File: src/common/lhcd_pkg.sv
// Purpose: Shared types and constants of the host command decoder
// Assumes: 100 MHz system clock, byte-wide host link
// Notes:   Opcode patterns are binary since they carry don't-care bits
package lhcd_pkg;
	// Bus modes from the strap pins
	typedef enum logic [1:0] {
		LHCD_BUS_SER = 2'h0,
		LHCD_BUS_I2C = 2'h1,
		LHCD_BUS_80  = 2'h2,
		LHCD_BUS_68  = 2'h3
	} lhcd_bus_t;
	// Strap value on data bits 7:6 that picks three-wire serial
	localparam logic [1:0] LHCD_D76_ALT   = 2'h3;
	// Buffer shape
	localparam int         LHCD_FIFO_W    = 9;
	localparam int         LHCD_FIFO_D    = 8;
	// Serial token length
	localparam logic [2:0] LHCD_BIT_LAST  = 3'h7;
	// Status read sequence length
	localparam logic [1:0] LHCD_STAT_LAST = 2'h2;
	// Neutral identity fields, values arbitrary
	localparam logic [7:0] LHCD_VER_PROD  = 8'h12;
	localparam logic [7:0] LHCD_MAKER_ID  = 8'h5a;
	// Command opcodes; OP_ADV, OP_BIAS, OP_FIX and OP_NINV take a parameter byte
	localparam logic [7:0] OP_COL   = 8'b000?????;
	localparam logic [7:0] OP_TEMP  = 8'b001001??;
	localparam logic [7:0] OP_LOAD  = 8'b001010??;
	localparam logic [7:0] OP_PUMP  = 8'b001011??;
	localparam logic [7:0] OP_ADV   = 8'b001100??;
	localparam logic [7:0] OP_SCRL  = 8'b0100????;
	localparam logic [7:0] OP_SCRH  = 8'b0101????;
	localparam logic [7:0] OP_ROWL  = 8'b0110????;
	localparam logic [7:0] OP_ROWH  = 8'b0111????;
	localparam logic [7:0] OP_BIAS  = 8'b10000001;
	localparam logic [7:0] OP_PART  = 8'b100001??;
	localparam logic [7:0] OP_STEP  = 8'b10001???;
	localparam logic [7:0] OP_FIX   = 8'b10010000;
	localparam logic [7:0] OP_RATE  = 8'b101000??;
	localparam logic [7:0] OP_ALL   = 8'b1010010?;
	localparam logic [7:0] OP_INV   = 8'b1010011?;
	localparam logic [7:0] OP_DEN   = 8'b101011??;
	localparam logic [7:0] OP_MAP   = 8'b11000???;
	localparam logic [7:0] OP_NINV  = 8'b11001000;
	localparam logic [7:0] OP_GRAY  = 8'b11010???;
	localparam logic [7:0] OP_RST   = 8'b11100010;
	localparam logic [7:0] OP_NOP   = 8'b11100011;
	// Highest legal advanced selector
	localparam logic [1:0] LHCD_ADV_MAX = 2'h2;
	// Parameter byte targets of two-byte commands
	typedef enum logic [1:0] {
		LHCD_P_ADV  = 2'h0,
		LHCD_P_BIAS = 2'h1,
		LHCD_P_FIX  = 2'h3,
		LHCD_P_NINV = 2'h2
	} lhcd_par_t;
	// Decoder state, Gray coded
	typedef enum logic {
		LHCD_ST_CMD   = 1'b0,
		LHCD_ST_PARAM = 1'b1
	} lhcd_st_t;
	// Panel settings
	typedef struct packed {
		logic [4:0]      page_column_pointer;
		logic [6:0]      row_pointer;
		logic [6:0]      scroll_origin;
		logic [1:0]      temp_comp;
		logic [1:0]      panel_load;
		logic [1:0]      charge_pump_setting;
		logic [2:0][7:0] advanced_tuning_bytes;
		logic [7:0]      bias_trim_value;
		logic [1:0]      partial_ctl;
		logic [2:0]      address_step_config;
		logic [3:0]      frozen_top_lines;
		logic [3:0]      frozen_bottom_lines;
		logic [1:0]      line_rate;
		logic            all_on;
		logic            inverse;
		logic [1:0]      display_control_bits;
		logic [2:0]      mapping;
		logic [3:0]      line_inversion_count;
		logic [2:0]      gray_shade;
	} lhcd_cfg_t;
	// Documented defaults
	localparam lhcd_cfg_t LHCD_CFG_RST = '{
		page_column_pointer: 5'h00, row_pointer: 7'h00, scroll_origin: 7'h00,
		temp_comp: 2'h0, panel_load: 2'h2, charge_pump_setting: 2'h3,
		advanced_tuning_bytes: 24'h000000, bias_trim_value: 8'h4e,
		partial_ctl: 2'h0, address_step_config: 3'h1, frozen_top_lines: 4'h0,
		frozen_bottom_lines: 4'h0, line_rate: 2'h0, all_on: 1'b0,
		inverse: 1'b0, display_control_bits: 2'h2, mapping: 3'h0,
		line_inversion_count: 4'h6, gray_shade: 3'h1};
	// Synchronised host pins
	typedef struct packed {
		logic       cs_n;
		logic       cd;
		logic [1:0] strobe;
		logic [7:0] data;
	} lhcd_pins_t;
endpackage

File: src/lhcd_decoder.sv
// Purpose: Host interface and command decoder of a passive matrix panel
// Assumes: Host pins asynchronous; memory port on the system clock
// Notes:   Operation
// Operation
// - Straps pick parallel, I2C or serial bus; I2C mode ignores host writes and reads
// - Straps 00 pick three- or four-wire serial
// - Strobes follow 6800 or 8080 style
// - Select line marks control or display data
// - Direction flag zero write, one read
// - Hard reset pin low restores defaults
// - Power-on and reset command also reset
// - Data cycles write or read display memory
// - Control read returns status then identity
// - Load page column pointer, default zero
// - Set temperature compensation, default 00
// - Set panel loading and pump control
// - Scroll line from low and high commands
// - Row pointer from low and high commands
// - Partial display and address stepping fields
// - Fixed lines two bytes; line rate field
// - All-pixels-on and inverse display flags
// - Display enable and panel mapping fields
// - Reset command resets; no-op does nothing
`timescale 1ns/1ps

// Byte buffer between host link and decoder
module lhcd_fifo #(
	parameter int W = 9,
	parameter int D = 8
) (
	// Clock and reset
	input  wire logic         clk_sys_in,
	input  wire logic         sys_rst_in,
	// Fill side
	input  wire logic         in_valid_in,
	input  wire logic [W-1:0] in_data_in,
	output logic              in_ready_out,
	// Drain side
	output logic              out_valid_out,
	output logic [W-1:0]      out_data_out,
	input  wire logic         out_ready_in
);
	localparam int AW = $clog2(D);
	logic [W-1:0] mem [D];      // Storage
	logic [AW-1:0] wr_ptr;      // Fill index
	logic [AW-1:0] rd_ptr;      // Drain index
	logic [AW:0]   count;       // Occupancy
	logic          push;
	logic          pop;

	assign in_ready_out  = (count < (AW+1)'(D)); // Room left
	assign out_valid_out = (count != '0);
	assign out_data_out  = mem[rd_ptr];
	assign push = in_valid_in && in_ready_out;
	assign pop  = out_valid_out && out_ready_in;

	// Storage write
	always_ff @(posedge clk_sys_in) begin
		if (push) begin
			mem[wr_ptr] <= in_data_in;
		end
	end

	// Pointers and count
	always_ff @(posedge clk_sys_in or posedge sys_rst_in) begin
		if (sys_rst_in) begin
			wr_ptr <= '0;
			rd_ptr <= '0;
			count  <= '0;
		end else begin
			if (push) begin
				wr_ptr <= (wr_ptr == AW'(D-1)) ? '0 : wr_ptr + 1'b1;
			end
			if (pop) begin
				rd_ptr <= (rd_ptr == AW'(D-1)) ? '0 : rd_ptr + 1'b1;
			end
			count <= count + (AW+1)'(push) - (AW+1)'(pop);
		end
	end
endmodule // lhcd_fifo

module lhcd_decoder import lhcd_pkg::*; (
	// Clock and reset
	input  wire logic       clk_sys_in,
	input  wire logic       sys_rst_in,
	input  wire logic       hard_rst_n_in,
	// Host pins
	input  wire logic [1:0] bus_select_pins_in,
	input  wire logic       chip_select_low_in,
	input  wire logic       command_or_pixel_select_in,
	input  wire logic [1:0] host_strobe_in,
	input  wire logic [7:0] data_in,
	output logic [7:0]      data_out,
	output logic            data_oe_n_out,
	// Display memory port
	output logic            mem_wr_out,
	output logic [7:0]      mem_wdata_out,
	input  wire logic       mem_ready_in,
	input  wire logic [7:0] mem_rdata_in,
	// Status and settings
	output lhcd_bus_t       bus_mode_out,
	output logic            three_wire_token_mode_out,
	output logic            fifo_ready_out,
	output lhcd_cfg_t       cfg_out
);
	lhcd_pins_t   s1, s2, s3;     // Synchroniser stages and history
	logic [3:0]   strap_s1;       // Strap sync {bus select, bits 7:6}
	logic [3:0]   strap_s2;       // Strap sync, second stage
	// Deselected idle pins, so no false edge follows reset
	localparam lhcd_pins_t PINS_IDLE = '{cs_n: 1'b1, cd: 1'b0, strobe: 2'h0, data: 8'h00};
	logic [2:0]   rst_pin_sync;   // Hard reset pin sync and history
	logic         strap_done;     // Straps caught
	lhcd_bus_t    mode;           // Selected bus
	logic         three_wire;     // Three-wire serial variant
	logic         push_v;         // Byte to buffer
	logic [8:0]   push_d;         // {select, byte}
	logic [7:0]   shift;          // Serial shift register
	logic [2:0]   bit_cnt;        // Serial bit index
	logic         f_rdy, f_v;
	logic [8:0]   f_d;
	logic         pop;
	lhcd_st_t     state;          // Decoder state
	lhcd_par_t    par_tgt;        // Pending parameter target
	logic [1:0]   adv_sel;        // Pending advanced selector
	lhcd_cfg_t    cfg;            // Live settings
	logic [1:0]   stat_idx;       // Status read position
	logic         rd_act, rd_act_d, wr_evt;
	logic         soft_rst;

	// Two-flop sync of all host pins; s3 keeps history for edges
	always_ff @(posedge clk_sys_in or posedge sys_rst_in) begin
		if (sys_rst_in) begin
			s1 <= PINS_IDLE;
			s2 <= PINS_IDLE;
			s3 <= PINS_IDLE;
			strap_s1 <= '0;
			strap_s2 <= '0;
			// Pin reset seen active until the straps have synced
			rst_pin_sync <= '0;
		end else begin
			s1 <= {chip_select_low_in, command_or_pixel_select_in, host_strobe_in, data_in};
			s2 <= s1;
			s3 <= s2;
			strap_s1 <= {bus_select_pins_in, data_in[7:6]};
			strap_s2 <= strap_s1;
			rst_pin_sync <= {rst_pin_sync[1:0], hard_rst_n_in};
		end
	end

	// Strap capture once after reset release
	always_ff @(posedge clk_sys_in or posedge sys_rst_in) begin
		if (sys_rst_in) begin
			strap_done <= 1'b0;
			mode       <= LHCD_BUS_SER;
			three_wire <= 1'b0;
		end else if (!strap_done && rst_pin_sync[1]) begin
			strap_done <= 1'b1;
			mode       <= lhcd_bus_t'(strap_s2[3:2]);
			three_wire <= (strap_s2[3:2] == LHCD_BUS_SER)
				&& (strap_s2[1:0] == LHCD_D76_ALT);
		end
	end

	// Strobe meaning per parallel style; ignored in serial modes
	always_comb begin
		rd_act = 1'b0;
		wr_evt = 1'b0;
		unique case (mode)
			LHCD_BUS_68: begin
				// Enable on strobe 1, direction on strobe 0 (1 = read)
				rd_act = !s2.cs_n && s2.strobe[1] && s2.strobe[0];
				wr_evt = !s2.cs_n && s3.strobe[1] && !s2.strobe[1] && !s3.strobe[0];
			end
			LHCD_BUS_80: begin
				// Low-active read on strobe 1, write on strobe 0
				rd_act = !s2.cs_n && !s2.strobe[1];
				wr_evt = !s2.cs_n && !s3.strobe[0] && s2.strobe[0];
			end
			LHCD_BUS_SER, LHCD_BUS_I2C: begin
				rd_act = 1'b0;
				wr_evt = 1'b0;
			end
		endcase
	end

	// Byte capture: parallel write edge or complete serial token
	always_ff @(posedge clk_sys_in or posedge sys_rst_in) begin
		if (sys_rst_in) begin
			push_v  <= 1'b0;
			push_d  <= '0;
			shift   <= '0;
			bit_cnt <= '0;
		end else begin
			push_v <= 1'b0;
			if (wr_evt) begin
				push_v <= 1'b1;
				push_d <= {s3.cd, s3.data};
			end else if (mode == LHCD_BUS_SER) begin
				if (s2.cs_n) begin
					bit_cnt <= '0;
				end else if (s2.data[0] && !s3.data[0]) begin
					// Rising serial clock on bit 0 samples bit 3, MSB first
					shift   <= {shift[6:0], s2.data[3]};
					bit_cnt <= bit_cnt + 1'b1;
					if (bit_cnt == LHCD_BIT_LAST) begin
						push_v <= 1'b1;
						push_d <= {s2.cd, shift[6:0], s2.data[3]};
					end
				end
			end
		end
	end

	lhcd_fifo #(.W(LHCD_FIFO_W), .D(LHCD_FIFO_D)) u_fifo (
		.clk_sys_in    (clk_sys_in),
		.sys_rst_in    (sys_rst_in),
		.in_valid_in   (push_v),
		.in_data_in    (push_d),
		.in_ready_out  (f_rdy),
		.out_valid_out (f_v),
		.out_data_out  (f_d),
		.out_ready_in  (pop)
	);

	// Data bytes stall until memory accepts
	assign pop      = f_v && (!f_d[8] || mem_ready_in);
	assign soft_rst = (!rst_pin_sync[2]) || (pop && !f_d[8] && state == LHCD_ST_CMD
		&& f_d[7:0] == OP_RST);

	// Decoder state and pending target
	always_ff @(posedge clk_sys_in or posedge sys_rst_in) begin
		if (sys_rst_in) begin
			state   <= LHCD_ST_CMD;
			par_tgt <= LHCD_P_ADV;
			adv_sel <= '0;
		end else if (soft_rst) begin
			state <= LHCD_ST_CMD;
		end else if (pop && !f_d[8]) begin
			if (state == LHCD_ST_PARAM) begin
				state <= LHCD_ST_CMD;
			end else begin
				casez (f_d[7:0])
					OP_ADV: begin
						// Selector 3 is not legal; its parameter is swallowed
						state   <= LHCD_ST_PARAM;
						par_tgt <= LHCD_P_ADV;
						adv_sel <= f_d[1:0];
					end
					OP_BIAS: begin
						state   <= LHCD_ST_PARAM;
						par_tgt <= LHCD_P_BIAS;
					end
					OP_FIX: begin
						state   <= LHCD_ST_PARAM;
						par_tgt <= LHCD_P_FIX;
					end
					OP_NINV: begin
						state   <= LHCD_ST_PARAM;
						par_tgt <= LHCD_P_NINV;
					end
					default: state <= LHCD_ST_CMD;
				endcase
			end
		end
	end

	// Settings update from commands, parameters and data writes
	always_ff @(posedge clk_sys_in or posedge sys_rst_in) begin
		if (sys_rst_in) begin
			cfg <= LHCD_CFG_RST;
		end else if (soft_rst) begin
			cfg <= LHCD_CFG_RST;
		end else if (pop && f_d[8]) begin
			cfg.page_column_pointer <= cfg.page_column_pointer + 1'b1;
		end else if (pop && state == LHCD_ST_PARAM) begin
			unique case (par_tgt)
				LHCD_P_ADV: begin
					if (adv_sel <= LHCD_ADV_MAX) begin
						cfg.advanced_tuning_bytes[adv_sel] <= f_d[7:0];
					end
				end
				LHCD_P_BIAS: cfg.bias_trim_value <= f_d[7:0];
				LHCD_P_FIX: begin
					cfg.frozen_top_lines    <= f_d[7:4];
					cfg.frozen_bottom_lines <= f_d[3:0];
				end
				LHCD_P_NINV: cfg.line_inversion_count <= f_d[3:0];
			endcase
		end else if (pop) begin
			casez (f_d[7:0])
				OP_COL:  cfg.page_column_pointer  <= f_d[4:0];
				OP_TEMP: cfg.temp_comp            <= f_d[1:0];
				OP_LOAD: cfg.panel_load           <= f_d[1:0];
				OP_PUMP: cfg.charge_pump_setting  <= f_d[1:0];
				OP_SCRL: cfg.scroll_origin[3:0]   <= f_d[3:0];
				OP_SCRH: cfg.scroll_origin[6:4]   <= f_d[2:0];
				OP_ROWL: cfg.row_pointer[3:0]     <= f_d[3:0];
				OP_ROWH: cfg.row_pointer[6:4]     <= f_d[2:0];
				OP_PART: cfg.partial_ctl          <= f_d[1:0];
				OP_STEP: cfg.address_step_config  <= f_d[2:0];
				OP_RATE: cfg.line_rate            <= f_d[1:0];
				OP_ALL:  cfg.all_on               <= f_d[0];
				OP_INV:  cfg.inverse              <= f_d[0];
				OP_DEN:  cfg.display_control_bits <= f_d[1:0];
				OP_MAP:  cfg.mapping              <= f_d[2:0];
				OP_GRAY: cfg.gray_shade           <= f_d[2:0];
				default: cfg <= cfg;
			endcase
		end
	end

	// Memory write strobe, one cycle per accepted data byte
	always_ff @(posedge clk_sys_in or posedge sys_rst_in) begin
		if (sys_rst_in) begin
			mem_wr_out    <= 1'b0;
			mem_wdata_out <= '0;
		end else begin
			mem_wr_out <= pop && f_d[8];
			if (pop && f_d[8]) begin
				mem_wdata_out <= f_d[7:0];
			end
		end
	end

	// Read path: drive bus while read strobe is active
	always_ff @(posedge clk_sys_in or posedge sys_rst_in) begin
		if (sys_rst_in) begin
			rd_act_d      <= 1'b0;
			data_out      <= '0;
			data_oe_n_out <= 1'b1;
			stat_idx      <= '0;
		end else begin
			rd_act_d      <= rd_act;
			data_oe_n_out <= !rd_act;
			if (rd_act && !rd_act_d) begin
				if (s2.cd) begin
					data_out <= mem_rdata_in;
				end else begin
					unique case (stat_idx)
						2'h0: data_out <= {cfg.mapping[1], cfg.mapping[2], 1'b0,
							cfg.display_control_bits[0], 4'h0};
						2'h1: data_out <= LHCD_VER_PROD;
						default: data_out <= LHCD_MAKER_ID;
					endcase
					stat_idx <= (stat_idx == LHCD_STAT_LAST) ? '0 : stat_idx + 1'b1;
				end
			end else if (wr_evt) begin
				stat_idx <= '0;
			end
		end
	end

	// Registered status outputs
	always_ff @(posedge clk_sys_in or posedge sys_rst_in) begin
		if (sys_rst_in) begin
			bus_mode_out              <= LHCD_BUS_SER;
			three_wire_token_mode_out <= 1'b0;
			fifo_ready_out            <= 1'b0;
			cfg_out                   <= LHCD_CFG_RST;
		end else begin
			bus_mode_out              <= mode;
			three_wire_token_mode_out <= three_wire;
			fifo_ready_out            <= f_rdy;
			cfg_out                   <= cfg;
		end
	end
endmodule // lhcd_decoder

File: config.mk
export PLATFORM = sky130hd
export DESIGN_NAME = lhcd_decoder
export DESIGN_NICKNAME = d
export VERILOG_FILES = /design/src/common/lhcd_pkg.sv /design/src/lhcd_decoder.sv
export SDC_FILE = /design/constraint.sdc
export NUM_CORES = 1
export LEC_CHECK = 0
export BUFFER_PORTS_ARGS = -buffer_cell sky130_fd_sc_hd__buf_2
export CAP_MARGIN = 10
export CORE_MARGIN = 3
export CORE_UTILIZATION = 35
export CTS_CLUSTER_DIAMETER = 200
export DETAILED_ROUTE_END_ITERATION = 10
export HOLD_SLACK_MARGIN = 0.05
export SYNTH_ARGS = -nofsm -noshare
export SYNTH_HDL_FRONTEND = slang
export SYNTH_SLANG_ARGS = --single-unit
File: constraint.sdc
create_clock -name clk_sys_in -period 14.2 [get_ports clk_sys_in]
set_input_delay 2.13 -clock clk_sys_in [delete_from_list [all_inputs] [get_ports clk_sys_in]]
set_output_delay 2.13 -clock clk_sys_in [all_outputs]
set_load 0.005 [all_outputs]
==> qor.yml, run 1 <==
floorplan.die.height_um: 196
first_global_vias: 7453
finalPower_uw: 2910
finalCritPeriodShare: 0.315
synth-simple-area-share: 0.0833
holdCritPathClass: "reg -> reg"
grt_first_pass_wirelength_mm: 43.4
pin_count: 134
floorplan.rows: 68
final_layout_size_suffix_gt1_frac: 0.280
synthesis.area_um2: 12600
synth_compound_gate_area_share: 0.0628
syn_nets: 896
globalRouteMet2Util: 0.234
detailedPlacementHpwl_mm: 17.5
io_buffer_count: 133
run_status: "complete, no violations"
cts_max_path_buffers: 3
timing.slew.headroom: 0.261
netlist_instances: 857
critical_path.endpoint_type: "flip-flop"
core-area_um2: 35100
cell_taking_the_most_area_after_synthesis: "dfrtp_1"
number_of_flops_mapped_to_enable_cells_by_yosys: 72
global_route.usage.total: 0.141
worst_slack_ps: 9720
cts_repair_resize_count: 0
layout.core_utilization: 0.433
yosys.area_share.xor_xnor: 0.00208
die_area_um2: 38400
yosysSeqAreaShare: 0.724
num_vias: 7263
setup-violations-final: 0
r2r_setup_slack_ps: 9720
timing.critical_path.to: "cfg[45]$_DFFE_PP0P_"
initial_core_util: 0.361
asyncSetResetFlopFracSynth: 0.794
crit_path_max_fanout: 53
postRouteAntennaNets: 0
routedWlPerCell_um: 18.2
critical_path.startpoint_type: "flip-flop"
timing.setup.critical_path_class: "reg -> reg"
initial_antenna_violation_count: 0
rr_worst_depth: 7
yosys.area_share.adder: 0.0135
synth.most_common_cell: "dfrtp_1"
cts_hold_buffers: 0
timing_max_transition_violations_final: 0
yosys-top-cells-area: "dfrtp_1 50%, edfxtp_1 17%, dfstp_2 5.6%"
drv.max_cap_violation_count: 0
dp_worst_setup_slack_ps: 9340
power_dens_cells_nw_per_um2: 192
worst_r2r_endpoint: "cfg[45]$_DFFE_PP0P_"
area_growth_pct: 20.1
yosysWarnings: 0
timing.critical_path.arrival_ps: 4890
clk_root_buffer_cell: "clkbuf_16"
chipWidth_um: 196
wirelength_mm: 27.1
diodes: 0
tritoncts: "yes"
synth_top_family_by_area: "multiplexers"
post_cts_buffers: 0
first_pass_iters: 4
cp-startpoint: "u_fifo.rd_ptr[1]$_DFFE_PP0P_"
synthDistinctLibCells: 58
critPathRequiredTime_ps: 14610
fin_worst_skew_ps: 20.7
ys_top_cells_by_count: "251 x dfrtp_1, 75 x nor2_1, 72 x edfxtp_1"
setup-tns-final_ps: 0
power.static_leakage_uw: 0.00686
cts_inserted_buffers: 37
nNetsFinal: 1043
cts.reportedPaths.clkPinSlew_ps: 60
remaining_global_route_overflow: 0
finalWorstPathRequiredPeriod_ps: 4480
global_route_layer_with_the_greatest_usage: "met2"
clock-sinks: 350
rr_startpoint: "u_fifo.rd_ptr[1]$_DFFE_PP0P_"
worstSkewPairLatency_ps: 520
worst_hold_slack_ps: 345
worst_pin_slew_ps: 1100
syn_area_per_cell_um2: 14.7
global_placement_routability_congestion: 0.753
global_route.usage.met1: 0.199
maximum_achievable_frequency_mhz: 223
grt_max_degree: 128
vias_per_cell: 4.88
ys_dominant_reg_cell: "dfrtp_1"
irDropWorstVdd_mv: 0.0925
drt_iter0_drc: 378
muxShareOfSynthArea: 0.0954
rsz_0062_raised_after_global_routing: "false"
hold_viol_final: 0
global_route.usage.met3: 0.0239
yosys.area.top_type_share: 0.497
drcViolationCount: 0
synth.ff_latch_count: 350
h-tree-depth: 2
[metrics by stage]
step	instances	area [um^2]
finish	1488	15200
global route	1488	15200
CTS	1488	15200
detailed placement	1420	13800
global placement	1420	13800
floorplan	857	12600
[registers in the layout, summed over array words and instances (netlist names), 3 cells and up]
signal         count
cfg               86
cfg_out           86
u_fifo.mem        72
s3                11
s1                10
s2                10
push_d             9
data_out           8
mem_wdata_out      8
shift              7
strap_s1           4
strap_s2           4
u_fifo.count       4
bit_cnt            3
rst_pin_sync       3
u_fifo.rd_ptr      3
u_fifo.wr_ptr      3
[worst min-delay path by stage]
stage | depth (start not counted) | slack, ps | to | startpoint
after floorplan | 0 | 330 | rst_pin_sync[1]$_DFF_PP0_ | rst_pin_sync[0]$_DFF_PP0_
after global placement | 0 | 330 | s3[1]$_DFF_PP0_ | s2[1]$_DFF_PP0_
after detailed placement | 0 | 330 | s2[5]$_DFF_PP0_ | s1[5]$_DFF_PP0_
after CTS | 0 | 350 | strap_s2[3]$_DFF_PP0_ | strap_s1[3]$_DFF_PP0_
after global routing | 0 | 350 | s2[8]$_DFF_PP0_ | s1[8]$_DFF_PP0_
final | 0 | 350 | s2[8]$_DFF_PP0_ | s1[8]$_DFF_PP0_
[cell families (layout without fill, tap and decap cells)]
kind of cell / count (synthesis) / count (layout)
AOI/OAI and AO/OA: 114 / 114
xor gates and xnor gates: 3 / 3
and+or+nand+nor: 228 / 228
buffers and inverters: 56 / 232
DFF: 350 / 350
adders and majority gates: 13 / 13
muxes: 93 / 93
[critical path: stages (launching register included)]
cell	delay (ps)
dfrtp_1	910
mux4_2	420
mux2i_1	780
nand2_1	280
o41ai_4	980
buf_4	620
nor2_1	140
a32o_1	230
[power breakdown]
group | leakage, uW | internal, uW | switching, uW
Combinational | 0.00195 | 233 | 404
Clock | 0.000651 | 638 | 397
Sequential | 0.00427 | 1150 | 90.4
[layout by cell type (no fill, tap or decap), drive strengths merged, types with 7 or more instances in the layout]
| master | instances |
|---|---|
| o21ai | 34 |
| clkinv | 8 |
| buf | 145 |
| nor3 | 22 |
| clkbuf | 49 |
| nand2b | 7 |
| mux2 | 30 |
| a21oi | 10 |
| inv | 22 |
| mux2i | 47 |
| nand2 | 69 |
| mux4 | 16 |
| dfrtp | 251 |
| dfstp | 27 |
| edfxtp | 72 |
| nor2 | 75 |
| nor4 | 12 |
| a211oi | 36 |
| nand3 | 16 |
| ha | 12 |
[metal layers]
metal | part of all wire | wire [um]
met3 | 0.049 | 1340
met2 | 0.48 | 13100
met5 | 0 | 0
met1 | 0.45 | 12200
met4 | 0.016 | 439
[area by class of cell]
type | instances | area [um^2]
timing repair buffer | 145 | 756
clock buffer | 49 | 1050
sequential | 350 | 9150
fill | 3196 | 19900
tap | 455 | 569
multi-input combinational | 451 | 3290
clock inverter | 19 | 280
inverter | 19 | 78.8
(Power assumes the default switching activity.)
==> inputs of run 2 (changes only) <==
==> constraint.sdc (replaced) <==
create_clock -name clk_sys_in -period 4.6 [get_ports clk_sys_in]
set_input_delay 0.69 -clock clk_sys_in [delete_from_list [all_inputs] [get_ports clk_sys_in]]
set_output_delay 0.69 -clock clk_sys_in [all_outputs]
set_load 0.005 [all_outputs]
==> run 2 against run 1 <==
Critical path depth unchanged. Maximum frequency increased by 23%. Setup slack got worse by 8800 ps. Count of clock-buffer cells in the layout rose by 9. Sequential share of layout area decreased by 0.079 points. Critical endpoint is now cfg[30]$_DFFE_PP1P_.
==> qor.yml, run 2 (same netlist as run 1, synthesis figures left out) <==
crit_path_max_fanout: 53  # unchanged
worst_slack_ps: 946  # was 9720 ps
layout.cells.non_filler: 1497  # was 1,488
irDropWorstVdd_mv: 0.432  # was 0.0925 mV
cts.reportedPaths.clkPinSlew_ps: 60  # about the same
clk_root_buffer_cell: "clkbuf_16"  # unchanged
hold_viol_final: 0  # unchanged
fin_worst_skew_ps: 22.2  # was 20.7 ps
area_growth_pct: 20.3  # was 20.1%
cts_max_path_buffers: 3  # unchanged
global_route.usage.total: 0.140  # was 0.141
finalWorstPathRequiredPeriod_ps: 3650  # was 4480 ps
routedWlPerCell_um: 18.0  # was 18.2 um
drcViolationCount: 0  # unchanged
power.switching_fraction: 0.303  # was 0.307
timing.slew.headroom: 0.316  # was 0.261
dp_worst_setup_slack_ps: 950  # was 9340 ps
postRouteAntennaNets: 0  # unchanged
worst_hold_slack_ps: 159  # was 345 ps
num_vias: 7318  # was 7,263
wirelength_mm: 27.0  # was 27.1 mm
first_pass_iters: 5  # was 4
share_comb_of_total_power: 0.218  # was 0.219
drt_iter0_drc: 503  # was 378
pin_count: 134  # unchanged
setup-violations-final: 0  # unchanged
critical_path.endpoint_type: "flip-flop"  # unchanged
timing.critical_path.arrival_ps: 4100  # was 4890 ps
placed_cells: 1429  # was 1,420
worst_pin_slew_ps: 1020  # was 1100 ps
timing_max_transition_violations_final: 0  # unchanged
detailedPlacementHpwl_mm: 17.8  # was 17.5 mm
final_cell_area_um2: 15200  # about the same
cell_internal_pwr_uw: 6200  # was 2020 uW
core-area_um2: 35100  # unchanged
tritoncts: "yes"  # unchanged
reg.largest.list: "cfg x86, cfg_out x86, u_fifo.mem x72"  # unchanged
vias_per_cell: 4.89  # was 4.88
initial_core_util: 0.361  # unchanged
power_dens_cells_nw_per_um2: 585  # was 192 nW/um^2
remaining_global_route_overflow: 0  # unchanged
io_buffer_count: 133  # unchanged
initial_antenna_violation_count: 0  # unchanged
timing.setup.critical_path_class: "reg -> reg"  # unchanged
dpl_cell_area_um2: 13900  # was 13,800 um^2
holdCritPathClass: "in -> async"  # was reg -> reg
die_area_um2: 38400  # unchanged
critPathRequiredTime_ps: 5050  # was 14,610 ps
cts_hold_buffers: 0  # unchanged
layout_common_cells: "251 x dfrtp_1, 133 x buf_2, 75 x nor2_1"  # unchanged
post_cts_buffers: 0  # unchanged
total_switching_power_uw: 2690  # was 892 uW
setup-tns-final_ps: 0  # unchanged
floorplan.rows: 68  # unchanged
power.static_leakage_uw: 0.00689  # was 0.00686 uW
global_placement_routability_congestion: 0.798  # was 0.753
chipWidth_um: 196  # unchanged
grt_max_degree: 136  # was 128
run_status: "complete, no violations"  # unchanged
h-tree-depth: 2  # unchanged
finalCritPeriodShare: 0.794  # was 0.315
clock_network_fraction_of_design_power: 0.346  # was 0.356
worstSkewPairLatency_ps: 520  # about the same
floorplan.die.height_um: 196  # unchanged
critical_path.startpoint_type: "flip-flop"  # unchanged
maximum_achievable_frequency_mhz: 274  # was 223 MHz
final_layout_size_suffix_gt1_frac: 0.279  # was 0.280
drv.max_cap_violation_count: 0  # unchanged
first_global_vias: 7356  # was 7,453
layout.cells.most_common: "dfrtp_1"  # unchanged
rsz_0062_raised_after_global_routing: "false"  # unchanged
diodes: 0  # unchanged
cts_repair_resize_count: 0  # unchanged
seq_power_share: 0.435  # was 0.425
nNetsFinal: 1052  # was 1,043
clock-sinks: 350  # unchanged
grt_first_pass_wirelength_mm: 42.9  # was 43.4 mm
cts_inserted_buffers: 37  # unchanged
run 2: cell count changes in the layout (fill, tap and decap cells not counted), moves of 2 or more:
cell	change
clkinv_4	-2
buf_12	+2
clkbuf_1	+6
clkbuf_8	+2
buf_4	+7
bufinv_16	-2
run 2: final cells by class:
type / count / area (um^2)
fill: 3159 / 19900
sequential: 350 / 9150
multi-input combinational: 451 / 3270
clock buffer: 58 / 1130
timing repair buffer: 154 / 848
tap: 455 / 569
clock inverter: 10 / 154
inverter: 19 / 75.1
run 2: through the flow:
step                 util  power [uW]
CTS                 0.434        9000
global route        0.434        9370
finish              0.434        8900
global placement    0.397        5840
detailed placement  0.397        5890
floorplan               -        5130
run 2: layer usage:
layer,share of wire,track usage,vias to the layer above
met5,0,0,-
met4,0.016,0.0327,0
met3,0.048,0.0271,43
met2,0.47,0.228,197
met1,0.46,0.195,3681
li1,-,-,3397
run 2: path summary, 6_finish.rpt:
| check | cells past startpoint | endpoint | slack, ps | startpoint |
|---|---|---|---|---|
| worst min-delay path | 2 | cfg_out[57]$_DFF_PP0_ | 160 | sys_rst_in |
| worst max-delay path | 7 | cfg[30]$_DFFE_PP1P_ | 950 | u_fifo.rd_ptr[0]$_DFFE_PP0P_ |
| max in group asynchronous | 3 | push_d[4]$_DFFE_PP0P_ | 3420 | sys_rst_in |
| worst min register to register | 0 | s3[2]$_DFF_PP0_ | 330 | s2[2]$_DFF_PP0_ |
| min in group clk_sys_in | 1 | s1[11]$_DFF_PP1_ | 280 | chip_select_low_in |
| worst max register to register | 7 | cfg[30]$_DFFE_PP1P_ | 950 | u_fifo.rd_ptr[0]$_DFFE_PP0P_ |
run 2: critical path, stage by stage (launching register included):
cell     delay (ps)
dfrtp_1         810
mux4_1          630
mux2_2          490
or4_4           570
o41ai_4         240
buf_4           560
nor3_1          110
a21oi_1         140
run 2: power groups by stage:
stage / Sequential, uW / Clock (uW) / Combinational [uW]
after CTS: 3880 / 3160 / 1960
final: 3870 / 3080 / 1940
after detailed placement: 3940 / 0 / 1950
after floorplan: 3780 / 0 / 1350
after global routing: 3930 / 3310 / 2140
after global placement: 3920 / 0 / 1920
